**src/ans_map.svh**
```systemverilog
`ifndef ANS_MAP_SVH
`define ANS_MAP_SVH

// register word indices, byte address is four times the index
`define ANS_IDX_NP_VIEW   6'h05
`define ANS_IDX_EXPANSION 6'h06
`define ANS_IDX_IRQ_STAT  6'h10
`define ANS_IDX_IRQ_MASK  6'h11

// next-page view fields
`define ANS_NP_NEXT     15
`define ANS_NP_ACK      14
`define ANS_NP_MSG_PAGE 13
`define ANS_NP_COMPLY   12
`define ANS_NP_TOGGLE   11
`define ANS_NP_CODE_MSB 10

// expansion register fields
`define ANS_EXP_RSVD_LSB  5
`define ANS_EXP_PD_FAULT  4
`define ANS_EXP_LP_NP     3
`define ANS_EXP_LOCAL_NP  2
`define ANS_EXP_PAGE_RX   1
`define ANS_EXP_LP_AN     0

// interrupt status and mask fields
`define ANS_IRQ_PAGE_RX   0
`define ANS_IRQ_NEXT_PAGE 1
`define ANS_IRQ_PD_FAULT  2
`define ANS_IRQ_COUNT     3

// reset values and the fixed local next-page bit
`define ANS_NP_VIEW_RST  16'h0000
`define ANS_IRQ_MASK_RST 3'h0
`define ANS_LOCAL_NP_VAL 1'b1

`endif

```
**src/ans_pkg.sv**
```systemverilog
`default_nettype none

package ans_pkg;

   typedef enum logic [0:0] {
      ANS_IDLE = 1'b0,
      ANS_RESP = 1'b1
   } ans_apb_state_type;

   typedef enum logic [2:0] {
      ANS_SEL_NONE = 3'h0,
      ANS_SEL_NPV  = 3'h1,
      ANS_SEL_EXP  = 3'h2,
      ANS_SEL_STAT = 3'h3,
      ANS_SEL_MASK = 3'h4
   } ans_reg_sel_type;

endpackage : ans_pkg

`default_nettype wire

```
**src/ans_irq_bank.sv**
```systemverilog
`timescale 1ns/10ps
`default_nettype none
`include "ans_map.svh"

module ans_irq_bank #(
   parameter int N = `ANS_IRQ_COUNT
) (
   input  wire logic         clk,
   input  wire logic         resetn,
   input  wire logic         clk_en,
   input  wire logic [N-1:0] event_in,
   input  wire logic         clr_wr,
   input  wire logic [N-1:0] clr_data,
   input  wire logic         mask_wr,
   input  wire logic [N-1:0] mask_data,
   output var  logic [N-1:0] status,
   output var  logic [N-1:0] mask,
   output var  logic         irq
);

   logic [N-1:0] status_reg;
   logic [N-1:0] mask_reg;
   logic         irq_reg;
   logic [N-1:0] clr_bits;

   assign clr_bits = clr_wr ? clr_data : '0;

   // set beats a write-one clear in the same cycle
   always_ff @(posedge clk or negedge resetn) begin
      if (!resetn) begin
         status_reg <= '0;
      end else if (clk_en) begin
         status_reg <= (status_reg & ~clr_bits) | event_in;
      end
   end

   always_ff @(posedge clk or negedge resetn) begin
      if (!resetn) begin
         mask_reg <= N'(`ANS_IRQ_MASK_RST);
      end else if (clk_en && mask_wr) begin
         mask_reg <= mask_data;
      end
   end

   // registered, so irq trails the status bit by one cycle
   always_ff @(posedge clk or negedge resetn) begin
      if (!resetn) begin
         irq_reg <= 1'b0;
      end else if (clk_en) begin
         irq_reg <= |(status_reg & mask_reg);
      end
   end

   assign status = status_reg;
   assign mask   = mask_reg;
   assign irq    = irq_reg;

endmodule : ans_irq_bank

`default_nettype wire

```
**src/ans_page_capture.sv**
```systemverilog
`timescale 1ns/10ps
`default_nettype none
`include "ans_map.svh"

module ans_page_capture (
   input  wire logic        clk,
   input  wire logic        resetn,
   input  wire logic        clk_en,
   input  wire logic        load,
   input  wire logic [15:0] word_in,
   output var  logic [15:0] view
);

   logic [15:0] view_reg;

   always_ff @(posedge clk or negedge resetn) begin
      if (!resetn) begin
         view_reg <= `ANS_NP_VIEW_RST;
      end else if (clk_en && load) begin
         view_reg <= word_in;
      end
   end

   assign view = view_reg;

endmodule : ans_page_capture

`default_nettype wire

```
**src/ans_status.sv**
```systemverilog
// The implementer's own choice: register access over APB.
`timescale 1ns/10ps
`default_nettype none
`include "ans_map.svh"
// Notes on behaviour
// - ack bit set only from received pages
// - bit 13 message page, 10:0 code
// - bit 12 partner can comply with message
// - bit 11 toggle of received page
// - expansion bits 15:5 zero, writes ignored
// - bit 4 sticky parallel detection fault
// - bit 3 partner supports next pages
// - bit 2 fixed one, local next pages
// - bit 1 set on page, clear on read
// - bit 0 partner can auto-negotiate

module ans_status
   import ans_pkg::*;
(
   input  wire logic        clk,
   input  wire logic        resetn,
   input  wire logic        clk_en,
   input  wire logic        psel,
   input  wire logic        penable,
   input  wire logic        pwrite,
   input  wire logic [7:0]  paddr,
   input  wire logic [31:0] pwdata,
   output var  logic [31:0] prdata,
   output var  logic        pready,
   output var  logic        pslverr,
   input  wire logic        lcw_valid,
   input  wire logic        lcw_next,
   input  wire logic [15:0] lcw_data,
   input  wire logic        pd_fault,
   input  wire logic        neg_restart,
   input  wire logic        partner_local_extra_pages_supported_in,
   input  wire logic        partner_an_able_in,
   output var  logic        irq
);

   ans_apb_state_type state_reg;
   ans_apb_state_type state_next;
   logic [31:0]       prdata_reg;
   logic [31:0]       rd_mux;
   logic              pready_reg;
   logic              pslverr_reg;
   logic              irq_w;
   logic              irq_reg;
   logic              apb_done;
   logic              wr_done;
   logic              rd_done;
   ans_reg_sel_type   sel_now;
   logic              np_load;
   logic [15:0]       npv_word;
   logic              pdf_reg;
   logic              lp_np_reg;
   logic              lp_an_reg;
   logic              page_rx_reg;
   logic              page_rx_clr;
   logic [15:0]       exp_word;
   logic [`ANS_IRQ_COUNT-1:0] irq_events;
   logic [`ANS_IRQ_COUNT-1:0] irq_status;
   logic [`ANS_IRQ_COUNT-1:0] irq_mask;

   function automatic ans_reg_sel_type ans_decode(
      input logic [7:0] a
   );
      ans_reg_sel_type s;
      s = ANS_SEL_NONE;
      if (a[1:0] == 2'h0) begin
         case (a[7:2])
            `ANS_IDX_NP_VIEW:   s = ANS_SEL_NPV;
            `ANS_IDX_EXPANSION: s = ANS_SEL_EXP;
            `ANS_IDX_IRQ_STAT:  s = ANS_SEL_STAT;
            `ANS_IDX_IRQ_MASK:  s = ANS_SEL_MASK;
            default:            s = ANS_SEL_NONE;
         endcase
      end
      return s;
   endfunction : ans_decode

   assign sel_now  = ans_decode(paddr);
   // the edge where pready is seen high completes the transfer
   assign apb_done = psel && penable && pready_reg;
   assign wr_done  = apb_done && pwrite;
   assign rd_done  = apb_done && !pwrite;

   // ---------------- APB slave, one wait state
   always_comb begin
      state_next = state_reg;
      unique case (state_reg)
         ANS_IDLE: begin
            if (psel && penable) begin
               state_next = ANS_RESP;
            end
         end
         ANS_RESP: begin
            state_next = ANS_IDLE;
         end
      endcase
   end

   always_ff @(posedge clk or negedge resetn) begin
      if (!resetn) begin
         state_reg <= ANS_IDLE;
      end else if (clk_en) begin
         state_reg <= state_next;
      end
   end

   always_ff @(posedge clk or negedge resetn) begin
      if (!resetn) begin
         pready_reg <= 1'b0;
      end else if (clk_en) begin
         pready_reg <= (state_next == ANS_RESP);
      end
   end

   always_comb begin
      rd_mux = 32'h0000_0000;
      unique case (sel_now)
         ANS_SEL_NPV:  rd_mux = {16'h0000, npv_word};
         ANS_SEL_EXP:  rd_mux = {16'h0000, exp_word};
         ANS_SEL_STAT: rd_mux = 32'(irq_status);
         ANS_SEL_MASK: rd_mux = 32'(irq_mask);
         ANS_SEL_NONE: rd_mux = 32'h0000_0000;
      endcase
   end

   // data and error are latched as pready rises
   always_ff @(posedge clk or negedge resetn) begin
      if (!resetn) begin
         prdata_reg  <= 32'h0000_0000;
         pslverr_reg <= 1'b0;
      end else if (clk_en) begin
         if (state_reg == ANS_IDLE && psel && penable) begin
            prdata_reg  <= pwrite ? 32'h0000_0000 : rd_mux;
            pslverr_reg <= (sel_now == ANS_SEL_NONE);
         end else if (state_reg == ANS_RESP) begin
            pslverr_reg <= 1'b0;
         end
      end
   end

   // ---------------- next-page view
   // only received pages load it
   assign np_load = lcw_valid && lcw_next;

   ans_page_capture u_page (
      .clk     (clk),
      .resetn  (resetn),
      .clk_en  (clk_en),
      .load    (np_load),
      .word_in (lcw_data),
      .view    (npv_word)
   );

   // ---------------- expansion register
   // upper bits tied to zero
   assign exp_word = {11'h000, pdf_reg, lp_np_reg,
                      `ANS_LOCAL_NP_VAL, page_rx_reg, lp_an_reg};

   always_ff @(posedge clk or negedge resetn) begin
      if (!resetn) begin
         pdf_reg <= 1'b0;
      end else if (clk_en) begin
         if (pd_fault) begin
            pdf_reg <= 1'b1;
         end else if (neg_restart) begin
            pdf_reg <= 1'b0;
         end
      end
   end

   always_ff @(posedge clk or negedge resetn) begin
      if (!resetn) begin
         lp_np_reg <= 1'b0;
      end else if (clk_en) begin
         lp_np_reg <= partner_local_extra_pages_supported_in;
      end
   end

   always_ff @(posedge clk or negedge resetn) begin
      if (!resetn) begin
         lp_an_reg <= 1'b0;
      end else if (clk_en) begin
         lp_an_reg <= partner_an_able_in;
      end
   end

   // clear only a flag that was reported
   // so a page landing during the read survives
   assign page_rx_clr = rd_done && (sel_now == ANS_SEL_EXP)
                        && prdata_reg[`ANS_EXP_PAGE_RX];

   // set on page, clear on read
   always_ff @(posedge clk or negedge resetn) begin
      if (!resetn) begin
         page_rx_reg <= 1'b0;
      end else if (clk_en) begin
         if (lcw_valid) begin
            page_rx_reg <= 1'b1;
         end else if (page_rx_clr) begin
            page_rx_reg <= 1'b0;
         end
      end
   end

   // ---------------- interrupts
   always_comb begin
      irq_events = '0;
      irq_events[`ANS_IRQ_PAGE_RX]   = lcw_valid;
      irq_events[`ANS_IRQ_NEXT_PAGE] = np_load;
      irq_events[`ANS_IRQ_PD_FAULT]  = pd_fault;
   end

   ans_irq_bank #(
      .N (`ANS_IRQ_COUNT)
   ) u_irq (
      .clk       (clk),
      .resetn    (resetn),
      .clk_en    (clk_en),
      .event_in  (irq_events),
      .clr_wr    (wr_done && sel_now == ANS_SEL_STAT),
      .clr_data  (pwdata[`ANS_IRQ_COUNT-1:0]),
      .mask_wr   (wr_done && sel_now == ANS_SEL_MASK),
      .mask_data (pwdata[`ANS_IRQ_COUNT-1:0]),
      .status    (irq_status),
      .mask      (irq_mask),
      .irq       (irq_w)
   );

   // irq_w already leaves a flip-flop inside the bank
   always_comb begin
      irq_reg = irq_w;
   end

   assign prdata  = prdata_reg;
   assign pready  = pready_reg;
   assign pslverr = pslverr_reg;
   assign irq     = irq_reg;
endmodule : ans_status

`default_nettype wire

```
**config.mk**
```make
export PLATFORM = sky130hd
export DESIGN_NAME = ans_status
export DESIGN_NICKNAME = d
export VERILOG_FILES = /design/src/ans_pkg.sv /design/src/ans_irq_bank.sv /design/src/ans_page_capture.sv /design/src/ans_status.sv
export VERILOG_INCLUDE_DIRS = /design/src
export SDC_FILE = /design/constraint.sdc
export NUM_CORES = 1
export LEC_CHECK = 0
export BUFFER_PORTS_ARGS = -buffer_cell sky130_fd_sc_hd__buf_2
export CAP_MARGIN = 40
export CORE_ASPECT_RATIO = 0.8
export CORE_MARGIN = 4
export CORE_UTILIZATION = 35
export DETAILED_ROUTE_END_ITERATION = 7
export PLACE_DENSITY_LB_ADDON = 0.1
export SLEW_MARGIN = 20
export SYNTH_ARGS = -nofsm -noshare
export SYNTH_HDL_FRONTEND = slang
export SYNTH_HIERARCHICAL = 1
export SYNTH_SLANG_ARGS = --single-unit
```
**constraint.sdc**
```tcl
create_clock -name clk -period 1.6 [get_ports clk]
set_clock_uncertainty 0.15 [all_clocks]
set_input_delay 0.08 -clock clk [delete_from_list [all_inputs] [get_ports clk]]
set_output_delay 0.08 -clock clk [all_outputs]
set_load 0.02 [all_outputs]
```
# Word-level counts from Yosys, hierarchy flattened
# Cells that the tools add are included.
[totals] n_memories=0 ram_bits=0 elab_cells=61 out_inout_bits=35 in_bits=68 regBits=61 latchBits=0 rom_bits=0
[classes] muxes=13 reduce_logical=24 multipliers=0 addsub=0 shifts=0 div=0 n_bitwise=5 order_cmp=0 eq_ne=8
[op_table] operator="32-bit one-hot mux with 5 select lines" count=1
[op_table] operator="32-bit two-way mux" count=1
[op_table] operator="1-bit logical AND" count=13
[op_table] operator="6-bit by 3-bit equality test with 1-bit output, second input constant" count=2
[op_table] operator="6-bit by 5-bit equality test with 1-bit output, second input constant" count=2
[op_table] operator="3-bit one-hot mux with 4 select lines" count=1
[op_table] operator="2-bit AND reduction" count=4
[op_table] operator="1-bit two-way mux" count=7
[op_table] operator="3-bit bitwise AND" count=2
[op_table] operator="3-bit by 2-bit equality test with 1-bit output, second input constant" count=2
[op_table] operator="3-bit two-way mux" count=2
[op_table] operator="2-bit nonzero test" count=3
[op_table] operator="3-bit by 1-bit equality test with 1-bit output, second input constant" count=1
[op_table] operator="3-bit equality test, second input constant" count=1
[op_table] operator="3-bit logical NOT" count=1
[op_table] operator="3-bit NOT" count=1
[op_table] operator="3-bit OR" count=1
[op_table] operator="3-bit OR reduction" count=1
[op_table] operator="2-bit logical NOT" count=1
[op_table] operator="1-bit one-hot mux with 2 select lines" count=1
[op_table] operator="1-bit logical NOT" count=1
[op_table] operator="1-bit NOT" count=1

# Depth between registers and ports, before layout
[logic_depth] ltp_word=9 depth_mapped=7 mapped_depth_nobuf=5

# Cells and area by module
# The synthesis kept the hierarchy.
[modules_own_cells] module="ans_status" cells_each=120 seq_area_each_um2=550.5 area_each_um2=1306.3 instances=1
[modules_own_cells] module="ans_page_capture" cells_each=34 seq_area_each_um2=400.4 area_each_um2=635.6 instances=1
[modules_own_cells] module="ans_irq_bank" cells_each=21 seq_area_each_um2=175.2 area_each_um2=306.5 instances=1

# Worst setup path after synthesis
# No wires, ideal clock.
[synth_timing] kind="input to register" startpoint="in paddr[2]" endpoint="reg u_irq.status_reg[1] (netlist: u_irq/status[1])" n_path_buf=1 t_required_ns=1.329 path_stages=6 t_arrival_ns=1.513 setup_slack_ns=-0.184 setup_time_ns=0.121 cell_sequence="buf_6 > or3b_4 > a21boi_4 > nor4b_1 > nand3_1 > a22o_2"
[synth_between] elab_chain_cells=9 elab_cells_between_ends=12 classes_between="eq/ne: 5; mux: 3; bitwise: 3; reduce/logical: 1"
[synth_lines] item="start: declaration" line="ans_status.sv:26" rtl="input wire logic [7:0] paddr,"
[synth_lines] item="6-bit by 5-bit equality test with 1-bit output or 6-bit by 3-bit equality test with 1-bit output (tied branches)" line="ans_status.sv:71" rtl="case (a[7:2])"
[synth_lines] item="3-bit one-hot mux with 4 select lines (*)" line="ans_status.sv:71"
[synth_lines] item="3-bit two-way mux (*)" line="ans_status.sv:70" rtl="if (a[1:0] == 2'h0) begin"
[synth_lines] item="3-bit by 2-bit equality test with 1-bit output (*)" line="ans_status.sv:224" rtl=".clr_wr (wr_done && sel_now == ANS_SEL_STAT),"
[synth_lines] item="1-bit logical AND (*)" line="ans_status.sv:224"
[synth_lines] item="3-bit two-way mux (*)" line="ans_irq_bank.sv:26" rtl="assign clr_bits = clr_wr ? clr_data : '0;"
[synth_lines] item="3-bit NOT (*)" line="ans_irq_bank.sv:33" rtl="status_reg <= (status_reg & ~clr_bits) | event_in;"
[synth_lines] item="3-bit bitwise AND (*)" line="ans_irq_bank.sv:33"
[synth_lines] item="3-bit OR (*)" line="ans_irq_bank.sv:33"
[synth_lines] item="end signal: assignment" line="ans_irq_bank.sv:33"
[synth_lines] item="end: declaration" line="ans_irq_bank.sv:21" rtl="logic [N-1:0] status_reg;"
# Mark *: on every way between the ends. The rest lies on a longest branch, timed or not.
# A chain may end at the register's enable or synchronous reset.

# Worst setup path after layout
[layout_timing] startpoint="reg pready_reg (netlist: pready)" endpoint="reg u_irq.status_reg[1] (netlist: u_irq/status[1])"
[layout_between] elab_chain_cells=7
[layout_lines] item="start: declaration" line="ans_status.sv:45" rtl="logic pready_reg;"
[layout_lines] item="start signal: assignment" line="ans_status.sv:115" rtl="pready_reg <= (state_next == ANS_RESP);"
[layout_lines] item="1-bit logical AND" line="ans_status.sv:84" rtl="assign apb_done = psel && penable && pready_reg;"
[layout_lines] item="1-bit logical AND" line="ans_status.sv:85" rtl="assign wr_done = apb_done && pwrite;"
[layout_lines] item="1-bit logical AND" line="ans_status.sv:224"
[layout_lines] item="3-bit two-way mux" line="ans_irq_bank.sv:26"
[layout_lines] item="3-bit NOT" line="ans_irq_bank.sv:33"
[layout_lines] item="3-bit bitwise AND" line="ans_irq_bank.sv:33"
[layout_lines] item="3-bit OR" line="ans_irq_bank.sv:33"
# Every way passes these cells.

==> flow_summary.yaml <==
yosys:
  synth_area_leaders: "dfrtp_1, mux2_4, buf_4"
  syn-cell-area_um2: 2250
  synth-main-ff-cell: "dfrtp_1"
  synth_top_area_share_pct: 50.1
  synth_top_cell_by_area: "dfrtp_1"
  syn-mean-instance-area_um2: 12.8
  ys_seq_elements: 45
  async_flop_share_pct: 100
  yosysWarnings: 6
  ys_seq_area_share_pct: 50.1
  ys_types: 47
  synthCells: 175
  synth-edff-count: 0
placement:
  hpwl_um: 3740
  io_buffers: 57
  gp_congestion: 0.776
  place_inst: 326
clocking:
  cts_made_buffers: 5
  clk_pin_slew_ns: 0.08
  htreeDepth: 2
  clock-sinks: 45
  clk_latency_ns: 0.29
  cts_root_buffer: "clkbuf_8"
  tritoncts: "yes"
  clockBufferDepth: 2
layout:
  layout-drive-gt1-share_pct: 50.2
  fin_util_pct: 51.1
  seq_area_um2: 1130
  final_nets: 346
  nFillCells: 569
  mostFrequentLayoutCells: "buf_2, dfrtp_1, dlygate4sd3_1"
  layout_commonest_cell: "buf_2"
  multiInputGateArea_um2: 996
  final_cells: 360
  antenna-diode-count: 0
  syn_to_final_growth_pct: 37.8
sta:
  setup_viol: 0
  fin_crit_ns: 1.56
  slew_viol_final: 0
  fmax_ghz: 0.642
  rsz0062_at_grt: "yes"
  fin_crit_sh_pct: 97.4
  hold_viol_final: 0
  holdWs_ns: 0.0114
power_and_ir_drop:
  leakage_nw: 1.56
  powerDensity_nw_per_um2: 833
  finalPower_w: 0.00258
  peakVddDrop_mv: 0.385
floorplan:
  fp.dieW_um: 97.6
  core_area_um2: 6070
  pin_count: 103
  start_util_pct: 37.1
  fp.dieH_um: 79.7
  rows: 25
  dieArea_um2: 7780
route:
  drc: 0
  detail-route-antenna-nets: 0
  via_count: 1674
  wl_per_cell_um: 13.9
  firstDrtPassIters: 4
  wirelength_um: 4990
  viasPerCell: 4.65
  first_iter_violations: 50
grt:
  gr-usage-met2_pct: 21.5
  grt_pass1_wl_um: 8460
  antenna_found_initial: 0
  grt_max_degree: 30
  grt_pass1_vias: 1710
  grt_busiest_layer: "met2"
  grt_util_met1_pct: 18.6
  grt_util_all_layers_pct: 13.5
  use_met3_pct: 3.49
  grt-ovfl-total: 0
outcome:
  outcome: "completed"
setup_path:
  critPathRequiredTime_ns: 1.63
  worstPathArrival_ns: 1.59
  end_kind: "flop"
  cp_max_fo: 4
  critical_path_class: "flop to flop"
  start_kind: "flop"
min_path:
  hold_path_class: "primary input to flop"
job:
  maxCapViolations: 0
-- final cells by class --
| cell class | instances | share of cell area, % |
|---|---|---|
| inverters | 5 | 0.606 |
| clock inverters | 1 | 0.969 |
| multi-input cells | 117 | 32.1 |
| well taps | 81 | 3.27 |
| clock buffers | 7 | 2.79 |
| flip-flops and latches | 45 | 36.4 |
| repair buffers | 104 | 23.8 |
-- Yosys cell counts, types with 3 or more instances --
cell type and n:
dfrtp_1 45, buf_4 16, mux2_4 13, a22o_2 10
mux2_2 8, nor2_1 7, a22o_1 6, nand2_1 6
o21ai_0 6, buf_6 5, inv_1 5, nand3_1 5
a21oi_1 3, a221o_2 3
-- through the flow --
step | setup TNS, ns | setup slack, ns | instance area [µm²]
3_5_place_dp | -2.04 | -0.180 | 2720
3_3_place_gp | -1.98 | -0.155 | 2720
2_1_floorplan | -0.0638 | -0.0120 | 2330
5_1_grt | -0.0243 | -0.0243 | 3100
6_report | 0 | 0.0415 | 3100
4_1_cts | 0 | 0.000411 | 3090
-- kinds of logic after synthesis --
family                 after synthesis  share of synthesized area (%)
XOR/XNOR                             1                          0.390
flip-flops                          45                           50.1
AO/OA/AOI/OAI                       40                           16.3
buffers and inverters               28                           9.52
other                                1                          0.167
multiplexers                        22                           13.1
AND/OR/NAND/NOR                     38                           10.5
-- report_power, final --
part           internal [W]  switching [W]  total [W]
Combinational      0.000235       0.000191   0.000426
Clock              0.000509       0.000358   0.000867
Sequential          0.00123      0.0000549    0.00129
-- critical path, stage by stage (launching register included) --
cell and delay (ns):
dfrtp_2 0.40, nand4_1 0.19, nor4b_4 0.37, nand3_1 0.11, a22o_2 0.24
-- layer usage --
layer  up-vias  share of wire, %
li1        825                 -
met1       797                49
met2        50                44
met3         2               6.1
met4         0              0.60
met5         -                 0
-- repair_timing --
action                                  in CTS  in global routing
hold buffers                                25                  0
buffers inserted                             0                  1
pin swaps                                    0                  3
resized for setup                            1                  1
endpoints found under the hold margin       71                  0
endpoints found under the setup margin       3                 10
-- final timing paths --
path | start | end | slack [ns] | cells after the start
max in group asynchronous | resetn | pready | 0.70 | 3
worst max-delay path | pready | u_irq/status[1] | 0.04 | 4
worst min register to register | u_page/view[5] | prdata[5] | 0.33 | 1
min in group asynchronous | resetn | u_irq/mask[1] | 0.10 | 2
worst max register to register | pready | u_irq/status[1] | 0.04 | 4
worst min-delay path | clk_en | u_irq/irq | 0.01 | 3
No activity file was read; power rests on OpenSTA's default activity.
